[src/rtl/ssb_pkg.sv]
// Package for the synchronous serial channel: register map, field layout,
// reset values and state encodings.
// Assumes a 32-bit Avalon-MM register bus with byte addresses.
package ssb_pkg;

   // ****************************************
   // Register map (byte addresses)
   // ****************************************
   localparam logic [7:0] ADDR_CONTROL   = 8'ha0;
   localparam logic [7:0] ADDR_STATUS    = 8'ha4;
   localparam logic [7:0] ADDR_CLEAR     = 8'ha8;
   localparam logic [7:0] ADDR_IRQ_EN    = 8'hac;
   localparam logic [7:0] ADDR_TX_BUF    = 8'hb0;
   localparam logic [7:0] ADDR_RX_BUF    = 8'hb4;
   localparam logic [7:0] ADDR_GLOBAL    = 8'hb8;

   // ****************************************
   // Field layout
   // ****************************************
   localparam int BRS_LSB          = 0;
   localparam int BRS_W            = 3;
   localparam int FLAG_DONE_BIT    = 0;
   localparam int FLAG_COLL_BIT    = 1;
   localparam int IRQ_DONE_EN_BIT  = 0;
   localparam int IRQ_COLL_EN_BIT  = 1;
   localparam int GLB_EN_BIT       = 0;
   localparam int GLB_PRIO0_BIT    = 1;
   localparam int GLB_PRIO1_BIT    = 2;
   localparam int STATUS_BUSY_BIT  = 8;
   localparam int DATA_W           = 8;

   // ****************************************
   // Reset values and counts
   // ****************************************
   localparam logic [2:0] BRS_RESET      = 3'h7;
   localparam logic [1:0] IRQ_EN_RESET   = 2'h0;
   localparam logic [2:0] GLOBAL_RESET   = 3'h0;
   localparam logic [4:0] HALF_EDGES     = 5'h10;
   localparam logic [4:0] LAST_SAMPLE    = 5'h0e;
   localparam logic [2:0] BRS_FALLBACK   = 3'h1;

   typedef enum logic {ST_IDLE, ST_RUN} ssb_state_t;

endpackage : ssb_pkg

[src/rtl/ssb_baud_div.sv]
// Shift clock half-period tick generator.
// Assumes brs is stable while run is high.
`timescale 1ns/1ps
module ssb_baud_div (
   input  wire logic       clk,
   input  wire logic       rst,
   input  wire logic       run,
   input  wire logic [2:0] baud_divide_select,
   output logic            tick
);
   logic [2:0] eff_brs;
   logic [6:0] limit;
   logic [6:0] count_r;

   // Reserved zero falls back to the fastest legal rate
   assign eff_brs = (baud_divide_select == 3'h0) ? ssb_pkg::BRS_FALLBACK : baud_divide_select;
   // Half period of 2**brs clocks gives divide factor 2*2**brs
   assign limit   = 7'((8'h01 << eff_brs) - 8'h01);
   assign tick    = run && (count_r == limit);

   always_ff @(posedge clk or posedge rst) begin
      if (rst) begin
         count_r <= 7'h00;
      end else if (!run || tick) begin
         count_r <= 7'h00;
      end else begin
         count_r <= 7'(count_r + 7'h01);
      end
   end
endmodule : ssb_baud_div

[src/rtl/ssb_channel.sv]
// Synchronous serial channel: shift engine, baud selection, flags and
// interrupt gating, reached over an Avalon-MM slave with waitrequest.
// Assumes one clock, asynchronous active-high reset, and a serial peer
// sampled synchronously to clk.
//
// Operation
// - Shift clock rate is oscillator divided by two times two to the select.
// - Select values one to four give divide factors 4, 8, 16, 32.
// - Collision enable in bit 1 passes the collision flag as a request.
// - Done enable in bit 0 passes the done flag as a request.
// - Request is gated by global enable; priority comes from two priority bits.
// - Enable bits 7 to 2 are reserved; the two enables reset to zero.
// - A buffer write during a transfer sets the collision flag.
// - Done flag sets on the last sampling edge of a reception.
`timescale 1ns/1ps
module ssb_channel (
   input  wire logic        clk,
   input  wire logic        rst,
   input  wire logic [7:0]  avs_address,
   input  wire logic        avs_read,
   input  wire logic        avs_write,
   input  wire logic [31:0] avs_writedata,
   input  wire logic [3:0]  avs_byteenable,
   output logic [31:0]      avs_readdata,
   output logic             avs_waitrequest,
   output logic             shift_clk,
   output logic             serial_out,
   input  wire logic        serial_in,
   output logic             irq,
   output logic [1:0]       irq_priority
);

   // ****************************************
   // Declarations
   // ****************************************
   logic                     ack_r;
   logic                     wr_go;
   logic                     rd_go;
   logic                     lane0;
   logic [31:0]              readdata_r;
   logic [31:0]              readdata_nxt;

   logic [2:0]               baud_divide_select_r;
   logic [1:0]               irq_en_r;
   logic [2:0]               global_r;
   logic                     write_collision_flag_r;
   logic                     transfer_done_flag_r;
   logic [7:0]               shift_r;
   logic [7:0]               rx_buf_r;
   logic [7:0]               tx_hold_r;
   logic                     sclk_r;
   logic                     sout_r;
   logic [4:0]               edge_r;
   ssb_pkg::ssb_state_t      state_r;

   logic                     tick;
   logic                     run;
   logic                     tx_write;
   logic                     start;
   logic                     collide;
   logic                     sample_now;
   logic                     last_sample;
   logic                     finish;
   logic                     clr_done;
   logic                     clr_coll;
   logic                     req_any;

   // ****************************************
   // Bus slave
   // ****************************************
   // One wait state on every access keeps read data registered
   assign avs_waitrequest = (avs_read || avs_write) && !ack_r;
   assign wr_go           = avs_write && ack_r;
   assign rd_go           = avs_read && !ack_r;
   assign lane0           = avs_byteenable[0];
   assign avs_readdata    = readdata_r;

   always_ff @(posedge clk or posedge rst) begin
      if (rst) begin
         ack_r <= 1'b0;
      end else begin
         ack_r <= (avs_read || avs_write) && !ack_r;
      end
   end

   always_comb begin
      readdata_nxt = 32'h0000_0000;
      unique case (avs_address)
         ssb_pkg::ADDR_CONTROL: begin
            readdata_nxt[ssb_pkg::BRS_LSB +: ssb_pkg::BRS_W] = baud_divide_select_r;
         end
         ssb_pkg::ADDR_STATUS: begin
            readdata_nxt[ssb_pkg::FLAG_DONE_BIT]   = transfer_done_flag_r;
            readdata_nxt[ssb_pkg::FLAG_COLL_BIT]   = write_collision_flag_r;
            readdata_nxt[ssb_pkg::STATUS_BUSY_BIT] = (state_r == ssb_pkg::ST_RUN);
         end
         ssb_pkg::ADDR_IRQ_EN: begin
            // Reserved bits 7..2 carry no storage and read as zero
            readdata_nxt[1:0] = irq_en_r;
         end
         ssb_pkg::ADDR_TX_BUF: begin
            readdata_nxt[ssb_pkg::DATA_W-1:0] = tx_hold_r;
         end
         ssb_pkg::ADDR_RX_BUF: begin
            readdata_nxt[ssb_pkg::DATA_W-1:0] = rx_buf_r;
         end
         ssb_pkg::ADDR_GLOBAL: begin
            readdata_nxt[2:0] = global_r;
         end
         default: begin
            readdata_nxt = 32'h0000_0000;
         end
      endcase
   end

   // Read data is captured on the first request cycle and held for the master
   always_ff @(posedge clk or posedge rst) begin
      if (rst) begin
         readdata_r <= 32'h0000_0000;
      end else if (rd_go) begin
         readdata_r <= readdata_nxt;
      end
   end

   // ****************************************
   // Control and enable registers
   // ****************************************
   // Written at any time; a change mid-transfer is the software's hazard
   always_ff @(posedge clk or posedge rst) begin
      if (rst) begin
         baud_divide_select_r <= ssb_pkg::BRS_RESET;
      end else if (wr_go && lane0 && avs_address == ssb_pkg::ADDR_CONTROL) begin
         baud_divide_select_r <= avs_writedata[ssb_pkg::BRS_LSB +: ssb_pkg::BRS_W];
      end
   end

   always_ff @(posedge clk or posedge rst) begin
      if (rst) begin
         irq_en_r <= ssb_pkg::IRQ_EN_RESET;
      end else if (wr_go && lane0 && avs_address == ssb_pkg::ADDR_IRQ_EN) begin
         irq_en_r <= avs_writedata[1:0];
      end
   end

   always_ff @(posedge clk or posedge rst) begin
      if (rst) begin
         global_r <= ssb_pkg::GLOBAL_RESET;
      end else if (wr_go && lane0 && avs_address == ssb_pkg::ADDR_GLOBAL) begin
         global_r <= avs_writedata[2:0];
      end
   end

   // ****************************************
   // Shift engine
   // ****************************************
   assign tx_write    = wr_go && lane0 && (avs_address == ssb_pkg::ADDR_TX_BUF);
   assign start       = tx_write && (state_r == ssb_pkg::ST_IDLE);
   assign collide     = tx_write && (state_r == ssb_pkg::ST_RUN);
   assign run         = (state_r == ssb_pkg::ST_RUN);
   // Even half ticks raise the shift clock and sample, odd ones shift
   assign sample_now  = tick && !edge_r[0];
   assign last_sample = tick && (edge_r == ssb_pkg::LAST_SAMPLE);
   assign finish      = tick && (edge_r == 5'(ssb_pkg::HALF_EDGES - 5'h01));

   ssb_baud_div u_div (
      .clk (clk),
      .rst (rst),
      .run (run),
      .baud_divide_select (baud_divide_select_r),
      .tick(tick)
   );

   // Frame runs from the buffer write until the sixteenth half tick
   always_ff @(posedge clk or posedge rst) begin
      if (rst) begin
         state_r <= ssb_pkg::ST_IDLE;
      end else begin
         unique case (state_r)
            ssb_pkg::ST_IDLE: begin
               if (start) begin
                  state_r <= ssb_pkg::ST_RUN;
               end
            end
            ssb_pkg::ST_RUN: begin
               if (finish) begin
                  state_r <= ssb_pkg::ST_IDLE;
               end
            end
         endcase
      end
   end

   // Half tick counter reloads on every start, so no count leaks between frames
   always_ff @(posedge clk or posedge rst) begin
      if (rst) begin
         edge_r <= 5'h00;
      end else if (start) begin
         edge_r <= 5'h00;
      end else if (tick) begin
         edge_r <= 5'(edge_r + 5'h01);
      end
   end

   // Shift clock idles low between frames
   always_ff @(posedge clk or posedge rst) begin
      if (rst) begin
         sclk_r <= 1'b0;
      end else if (start) begin
         sclk_r <= 1'b0;
      end else if (tick) begin
         sclk_r <= !sclk_r;
      end
   end

   // Collided writes land in the holding copy only, so the running frame survives
   always_ff @(posedge clk or posedge rst) begin
      if (rst) begin
         tx_hold_r <= 8'h00;
      end else if (tx_write) begin
         tx_hold_r <= avs_writedata[ssb_pkg::DATA_W-1:0];
      end
   end

   // One register serves both ways: each sample pushes a sent bit out the top
   always_ff @(posedge clk or posedge rst) begin
      if (rst) begin
         shift_r <= 8'h00;
      end else if (start) begin
         shift_r <= avs_writedata[ssb_pkg::DATA_W-1:0];
      end else if (sample_now) begin
         shift_r <= {shift_r[6:0], serial_in};
      end
   end

   // First bit is presented straight after the write, next ones on falling edges
   always_ff @(posedge clk or posedge rst) begin
      if (rst) begin
         sout_r <= 1'b0;
      end else if (start) begin
         sout_r <= avs_writedata[ssb_pkg::DATA_W-1];
      end else if (tick && edge_r[0] && !finish) begin
         sout_r <= shift_r[7];
      end
   end

   // Receive buffer takes the byte on the last sample, before the frame ends
   always_ff @(posedge clk or posedge rst) begin
      if (rst) begin
         rx_buf_r <= 8'h00;
      end else if (last_sample) begin
         rx_buf_r <= {shift_r[6:0], serial_in};
      end
   end

   assign shift_clk  = sclk_r;
   assign serial_out = sout_r;

   // ****************************************
   // Flags and interrupt
   // ****************************************
   // Clear register is write-only; a one clears, a zero leaves the flag alone
   assign clr_done = wr_go && lane0 && (avs_address == ssb_pkg::ADDR_CLEAR)
                     && avs_writedata[ssb_pkg::FLAG_DONE_BIT];
   assign clr_coll = wr_go && lane0 && (avs_address == ssb_pkg::ADDR_CLEAR)
                     && avs_writedata[ssb_pkg::FLAG_COLL_BIT];

   // A set in the same cycle as a clear wins
   always_ff @(posedge clk or posedge rst) begin
      if (rst) begin
         transfer_done_flag_r <= 1'b0;
      end else if (last_sample) begin
         transfer_done_flag_r <= 1'b1;
      end else if (clr_done) begin
         transfer_done_flag_r <= 1'b0;
      end
   end

   always_ff @(posedge clk or posedge rst) begin
      if (rst) begin
         write_collision_flag_r <= 1'b0;
      end else if (collide) begin
         write_collision_flag_r <= 1'b1;
      end else if (clr_coll) begin
         write_collision_flag_r <= 1'b0;
      end
   end

   // Enables can be written while the global enable is on; nothing here holds back a glitch
   assign req_any = (write_collision_flag_r && irq_en_r[ssb_pkg::IRQ_COLL_EN_BIT])
                    || (transfer_done_flag_r && irq_en_r[ssb_pkg::IRQ_DONE_EN_BIT]);

   assign irq          = req_any && global_r[ssb_pkg::GLB_EN_BIT];
   // Priority bits only steer the arbiter outside; they never gate the request
   assign irq_priority = {global_r[ssb_pkg::GLB_PRIO1_BIT],
                          global_r[ssb_pkg::GLB_PRIO0_BIT]};

endmodule : ssb_channel

[config.mk]
export PLATFORM = sky130hd
export DESIGN_NAME = ssb_channel
export DESIGN_NICKNAME = d
export VERILOG_FILES = /design/src/rtl/ssb_pkg.sv /design/src/rtl/ssb_baud_div.sv /design/src/rtl/ssb_channel.sv
export SDC_FILE = /design/constraint.sdc
export NUM_CORES = 1
export LEC_CHECK = 0
export ABC_AREA = 0
export BUFFER_PORTS_ARGS = -buffer_cell sky130_fd_sc_hd__buf_2
export CORE_ASPECT_RATIO = 0.75
export CORE_MARGIN = 1.5
export CORE_UTILIZATION = 50
export DETAILED_ROUTE_END_ITERATION = 8
export PLACE_DENSITY = 0.89
export SLEW_MARGIN = 20
export SYNTH_ARGS = -nofsm -noshare
export SYNTH_HDL_FRONTEND = slang
export SYNTH_SLANG_ARGS = --single-unit
[constraint.sdc]
create_clock -name clk -period 4.2 [get_ports clk]
set_clock_uncertainty 0.05 [all_clocks]
set_input_delay 0.84 -clock clk [delete_from_list [all_inputs] [get_ports clk]]
set_output_delay 0.84 -clock clk [all_outputs]
set_load 0.01 [all_outputs]
==> flow_summary.ini, run 1 <==
[clocking]
cts_hold_buf = 0
cts_sinks = 59
cts_buffer_depth = 2
numCtsBuffers = 9
post_cts_buffers = 0
cts_root_buffer = clkbuf_8
cts_tree = done
ctsResizeCount = 0
cts_max_level = 3
clk_pin_slew_ns = 0.07
clkLatencyLatePin_ns = 0.34

[detailed_routing]
wl_per_cell_um = 15.6
ant_nets = 0
via_per_inst = 5.62
drt_first_iter_violations = 147
vias = 2355
drc = 0
routed_wirelength_mm = 6.53
dr.pass1.iters = 4

[grt]
grtUsageTotal = 0.213
grt_max_degree = 47
grt_overflow_total = 0
antenna_found_initial = 0
grt_pass1_vias = 2299
grt_pass1_wl_mm = 10.9

[timing]
maxSlewViolCount = 0
fin_crit_sh = 0.659
tightest_slew_ns = 1.02
period_needed_ns = 2.77
fin_setup_tns_ns = 0
hold_viol_final = 0
fmax_mhz = 361
setup_viol_count_final = 0
rsz0062_at_grt = no
slew_headroom = 0.318

[min_path]
worstHoldPathCells = 1
hold_path_class = reg -> reg
holdCritStartpoint = ack_r

[critical_path]
start_kind = flip-flop
rr_worst_depth = 7
crit_start = baud_divide_select_r[2]
critical_path_class = reg -> reg
worstPathArrival_ns = 2.92
timing.critical_path.to_type = flip-flop
worstPathMaxFanout = 12
required_ns = 4.35
r2r_start = baud_divide_select_r[2]

[power_and_ir_drop]
powerDensity_nw_per_um2 = 512
p_leak_uw = 0.00170
ir_drop_mv = 0.286

[yosys]
synth.avg_cell_area_um2 = 10.4
syn-cell-area_um2 = 3150
syn_inst = 303
ys_ff_latch = 59
ys.warnings.count = 0
synthTopCellsByArea = dfrtp_1, mux2_2, buf_4
synthArstFlopShare = 1.00
synth_edf_count = 0
yosysSeqAreaShare = 0.470
synthMostInstantiatedCell = dfrtp_1
synth.distinct_cells = 55
ys.flop_type = dfrtp_1
synthTopCellsByCount = dfrtp_1, nand2_1, buf_4, nand3_1, mux2_2
synthDominantAreaCellType = dfrtp_1
synth_top_area_share = 0.445

[status]
status = finished clean

[floorplan]
ios = 87
rows = 24
initial_core_util = 0.529
core_area_um2 = 5950
die_y_um = 71.7
die_w_um = 94.6
fp.dieArea_um2 = 6790

[layout]
num-fill-cells = 508
diodes = 0
nets = 390
syn2layout_area_growth_pct = 11.1
utilization = 0.588
fin_area_um2 = 3500
drive_above_1_share = 0.246

[placement]
port_buffers = 36
place_congestion = 0.882
place_hpwl_mm = 4.61
dpl-instance-area_um2 = 3270

[run]
maxCapViolCount = 0
[power breakdown]
part,switching (uW),internal (uW),total (uW)
Sequential,88.7,665,754
Clock,241,337,578
Combinational,286,172,458
[cells by family (layout without fill, tap and decap cells)]
kind of cell / Yosys count / after routing / share of synthesized area
AO/OA/AOI/OAI: 45 / 45 / 0.101
buffers and inverters: 43 / 59 / 0.0847
flip-flops: 59 / 59 / 0.470
adder cells (fa/ha/maj): 5 / 5 / 0.0199
AND/OR/NAND/NOR: 108 / 108 / 0.186
XOR/XNOR: 9 / 9 / 0.0250
multiplexers: 32 / 32 / 0.111
other: 2 / 24 / 0.00239
[metal layers]
metal	up-vias	share of wire	wire length, um	global-route usage
met4	0	0.0090	59	0.0580
met5	-	0	0	0
li1	1099	-	-	-
met3	8	0.069	450	0.0711
met1	1158	0.46	3000	0.288
met2	90	0.46	3020	0.330
[area by class of cell]
cell class | count | area [um^2] | share of cell area
Multi-Input combinational cell | 223 | 1480 | 0.424
Sequential cell | 59 | 1480 | 0.423
Timing Repair Buffer | 37 | 188 | 0.0536
Clock buffer | 9 | 124 | 0.0354
Clock inverter | 7 | 103 | 0.0293
Tap cell | 78 | 97.6 | 0.0279
Inverter | 6 | 22.5 | 0.00644
[critical path, stage by stage, from the launching register on]
cell and delay, ns:
dfstp_2 0.42, or2_2 0.31, ha_1 0.19, xor2_1 0.15
xnor2_1 0.22, o2111ai_1 0.52, o21ai_1 0.63, nand3_1 0.13
[per-stage QoR]
step	setup WS, ns	total power [uW]	hold slack [ns]	cells
2_1_floorplan	1.86	1100	0.413	325
3_3_place_gp	1.59	1180	0.392	403
3_5_place_dp	1.50	1210	0.403	403
4_1_cts	1.48	1800	0.410	419
5_1_grt	1.26	1900	0.432	419
6_report	1.43	1790	0.404	419
[placed cells by master, fill, tap and decap left out, drive strengths merged, types with 3 or more instances in the layout]
cell,n
nor3,6
inv,6
a21oi,3
nand2,30
and3,3
ha,5
o21ai,13
mux2i,8
a22oi,8
buf,37
conb,24
and2,3
nor2b,4
clkinv,4
nand2b,4
o211ai,7
xnor2,4
mux2,24
nand3,25
nand4,4
nor2,14
dfstp,3
dfrtp,56
clkbuf,9
xor2,5
[final timing paths]
kind                            slack (ns)          endpoint
max in group asynchronous             2.70      tx_hold_r[3]
worst min register to register        0.40             ack_r
worst max register to register        1.43               run
worst max-delay path                  1.43               run
min in group asynchronous             0.66  u_div.count_r[2]
worst min-delay path                  0.40             ack_r
[registers in the layout, indices dropped and copies added (netlist names)]
name and count:
transfer_done_flag_r 1, shift_r 8, run 1, serial_out 1, ack_r 1, avs_readdata 9, shift_clk 1, irq_en_r 2
edge_r 5, global_r 3, write_collision_flag_r 1, tx_hold_r 8, baud_divide_select_r 3, rx_buf_r 8, u_div.count_r 7
(Power assumes the default switching activity.)
==> inputs of run 2 (changes only) <==
clock period = 2.6 ns   (was 4.2 ns; I/O delays follow)
==> run 2 against run 1 <==
Via count up 0.72%; worst hold slack worse by 0.077 ns; critical path depth down 1; power up 62%; die area unchanged; core utilization up 0.13 points; global-route usage up 0.19 points; first-iteration DRC count up 14%; sequential power up 62%; count of clock-buffer cells in the layout up 3; fmax up 13%; register-to-register slack worse by 1.3 ns; critical path type unchanged; critical endpoint is now rx_buf_r[6]; largest cell class unchanged; largest power group unchanged.
==> flow_summary.ini, run 2 (synthesized netlist as in run 1, its figures left out) <==
[layout]
largest_reg_flops = 9
diodes = 0
mostFrequentLayoutCells = dfrtp_1, buf_2, nand2_1
drive_above_1_share = 0.247
nets = 393
layout.cells.non_filler = 422
fin_area_um2 = 3510
final_common_cell = dfrtp_1
num-fill-cells = 493
utilization = 0.590
syn2layout_area_growth_pct = 11.4

[power_and_ir_drop]
pwr-share-comb = 0.267
powerDensity_nw_per_um2 = 826
ir_drop_mv = 0.496
p_switching_uw = 972
clkPwrFrac = 0.311
p_leak_uw = 0.00170
swShare = 0.336
seqPwrFrac = 0.422
p_int_uw = 1920

[timing]
tightest_slew_ns = 0.731
fin_crit_sh = 0.941
setup_viol_count_final = 0
hold_viol_final = 0
rsz0062_at_grt = no
slew_headroom = 0.512
fmax_mhz = 409
period_needed_ns = 2.45
fin_setup_tns_ns = 0
maxSlewViolCount = 0

[critical_path]
critical_path_class = reg -> reg
required_ns = 2.77
path_cells = or2_2 -> ha_1 -> xor2_1 -> and2_1 -> nand4_4 -> mux2_1
cpMaxStageDelayCell = dfstp_2
start_kind = flip-flop
critical_path.top_delay_family = simple AND/OR/NAND/NOR gates
crit_buf_inv = 0
worstPathArrival_ns = 2.62
r2r_slack_ns = 0.15
crit_cells = 6
rr_worst_depth = 6
slowest_delay_ns = 0.42
timing.critical_path.to_type = flip-flop
worstPathMaxFanout = 10

[floorplan]
initial_core_util = 0.529
fp.dieArea_um2 = 6790
die_w_um = 94.6
die_y_um = 71.7
ios = 87
rows = 24
core_area_um2 = 5950

[detailed_routing]
vias = 2372
drt_first_iter_violations = 168
via_per_inst = 5.62
dr.pass1.iters = 4
drc = 0
ant_nets = 0
routed_wirelength_mm = 6.70
wl_per_cell_um = 15.9

[clocking]
numCtsBuffers = 9
cts_buffer_depth = 2
cts_root_buffer = clkbuf_8
post_cts_buffers = 0
ctsResizeCount = 0
cts_max_level = 3
cts_sinks = 59
cts_hold_buf = 0
cts_tree = done
clk_pin_slew_ns = 0.06
clkLatencyLatePin_ns = 0.34

[placement]
place_congestion = 0.879
dpl-instance-area_um2 = 3290
place_hpwl_mm = 4.56
dp.cells = 406
port_buffers = 36

[min_path]
hold_path_class = in -> async

[grt]
grtUsageTotal = 0.215
grt_pass1_vias = 2257
antenna_found_initial = 0
grt_pass1_wl_mm = 11.0
grt_max_degree = 60
grt_overflow_total = 0

[status]
status = finished clean

[run]
maxCapViolCount = 0
-- run 2: cell types whose count changed in the layout (fill, tap and decap cells not counted), sizes merged --
cell	change
clkinv	-4
buf	+3
clkbuf	+3
clkinvlp	+1
-- run 2: tightest hold or removal path: stages --
cell	delay, ns
buf_2	0.10
inv_2	0.03
buf_4	0.57
-- run 2: area by class of cell --
| cell class | instances | area (um^2) | area share |
|---|---|---|---|
| Inverter | 6 | 22.5 | 0.00642 |
| Clock buffer | 12 | 135 | 0.0385 |
| Sequential cell | 59 | 1480 | 0.422 |
| Clock inverter | 4 | 75.1 | 0.0214 |
| Multi-Input combinational cell | 223 | 1490 | 0.424 |
| Tap cell | 78 | 97.6 | 0.0278 |
| Timing Repair Buffer | 40 | 210 | 0.0600 |
-- run 2: final timing paths --
check / end / start
max reg2reg: rx_buf_r[6] / baud_divide_select_r[2]
max: rx_buf_r[6] / baud_divide_select_r[2]
max in group asynchronous: ack_r / rst
min: u_div.count_r[4] / rst
min reg2reg: ack_r / ack_r
min in group clk: shift_r[3] / avs_writedata[3]
-- run 2: routing by layer --
metal	up-vias	GRT usage	share of wire
met2	109	0.336	0.46
met1	1147	0.289	0.45
li1	1105	-	-
met3	11	0.0732	0.080
met5	-	0	0
met4	0	0.0531	0.011
-- run 2: power groups by stage --
stage	logic, uW	clock network, uW	registers (uW)
2_1_floorplan	597	0	1190
3_3_place_gp	725	0	1220
3_5_place_dp	757	0	1230
4_1_cts	767	918	1220
5_1_grt	867	952	1240
6_report	773	901	1220
-- run 2: through the flow --
stage,power [uW],hold slack [ns],setup WS (ns)
after floorplan,1780,0.413,0.341
after global placement,1940,0.392,0.209
after detailed placement,1990,0.411,0.139
after CTS,2900,0.345,0.0848
after global routing,3060,0.352,0.0705
final,2900,0.327,0.154
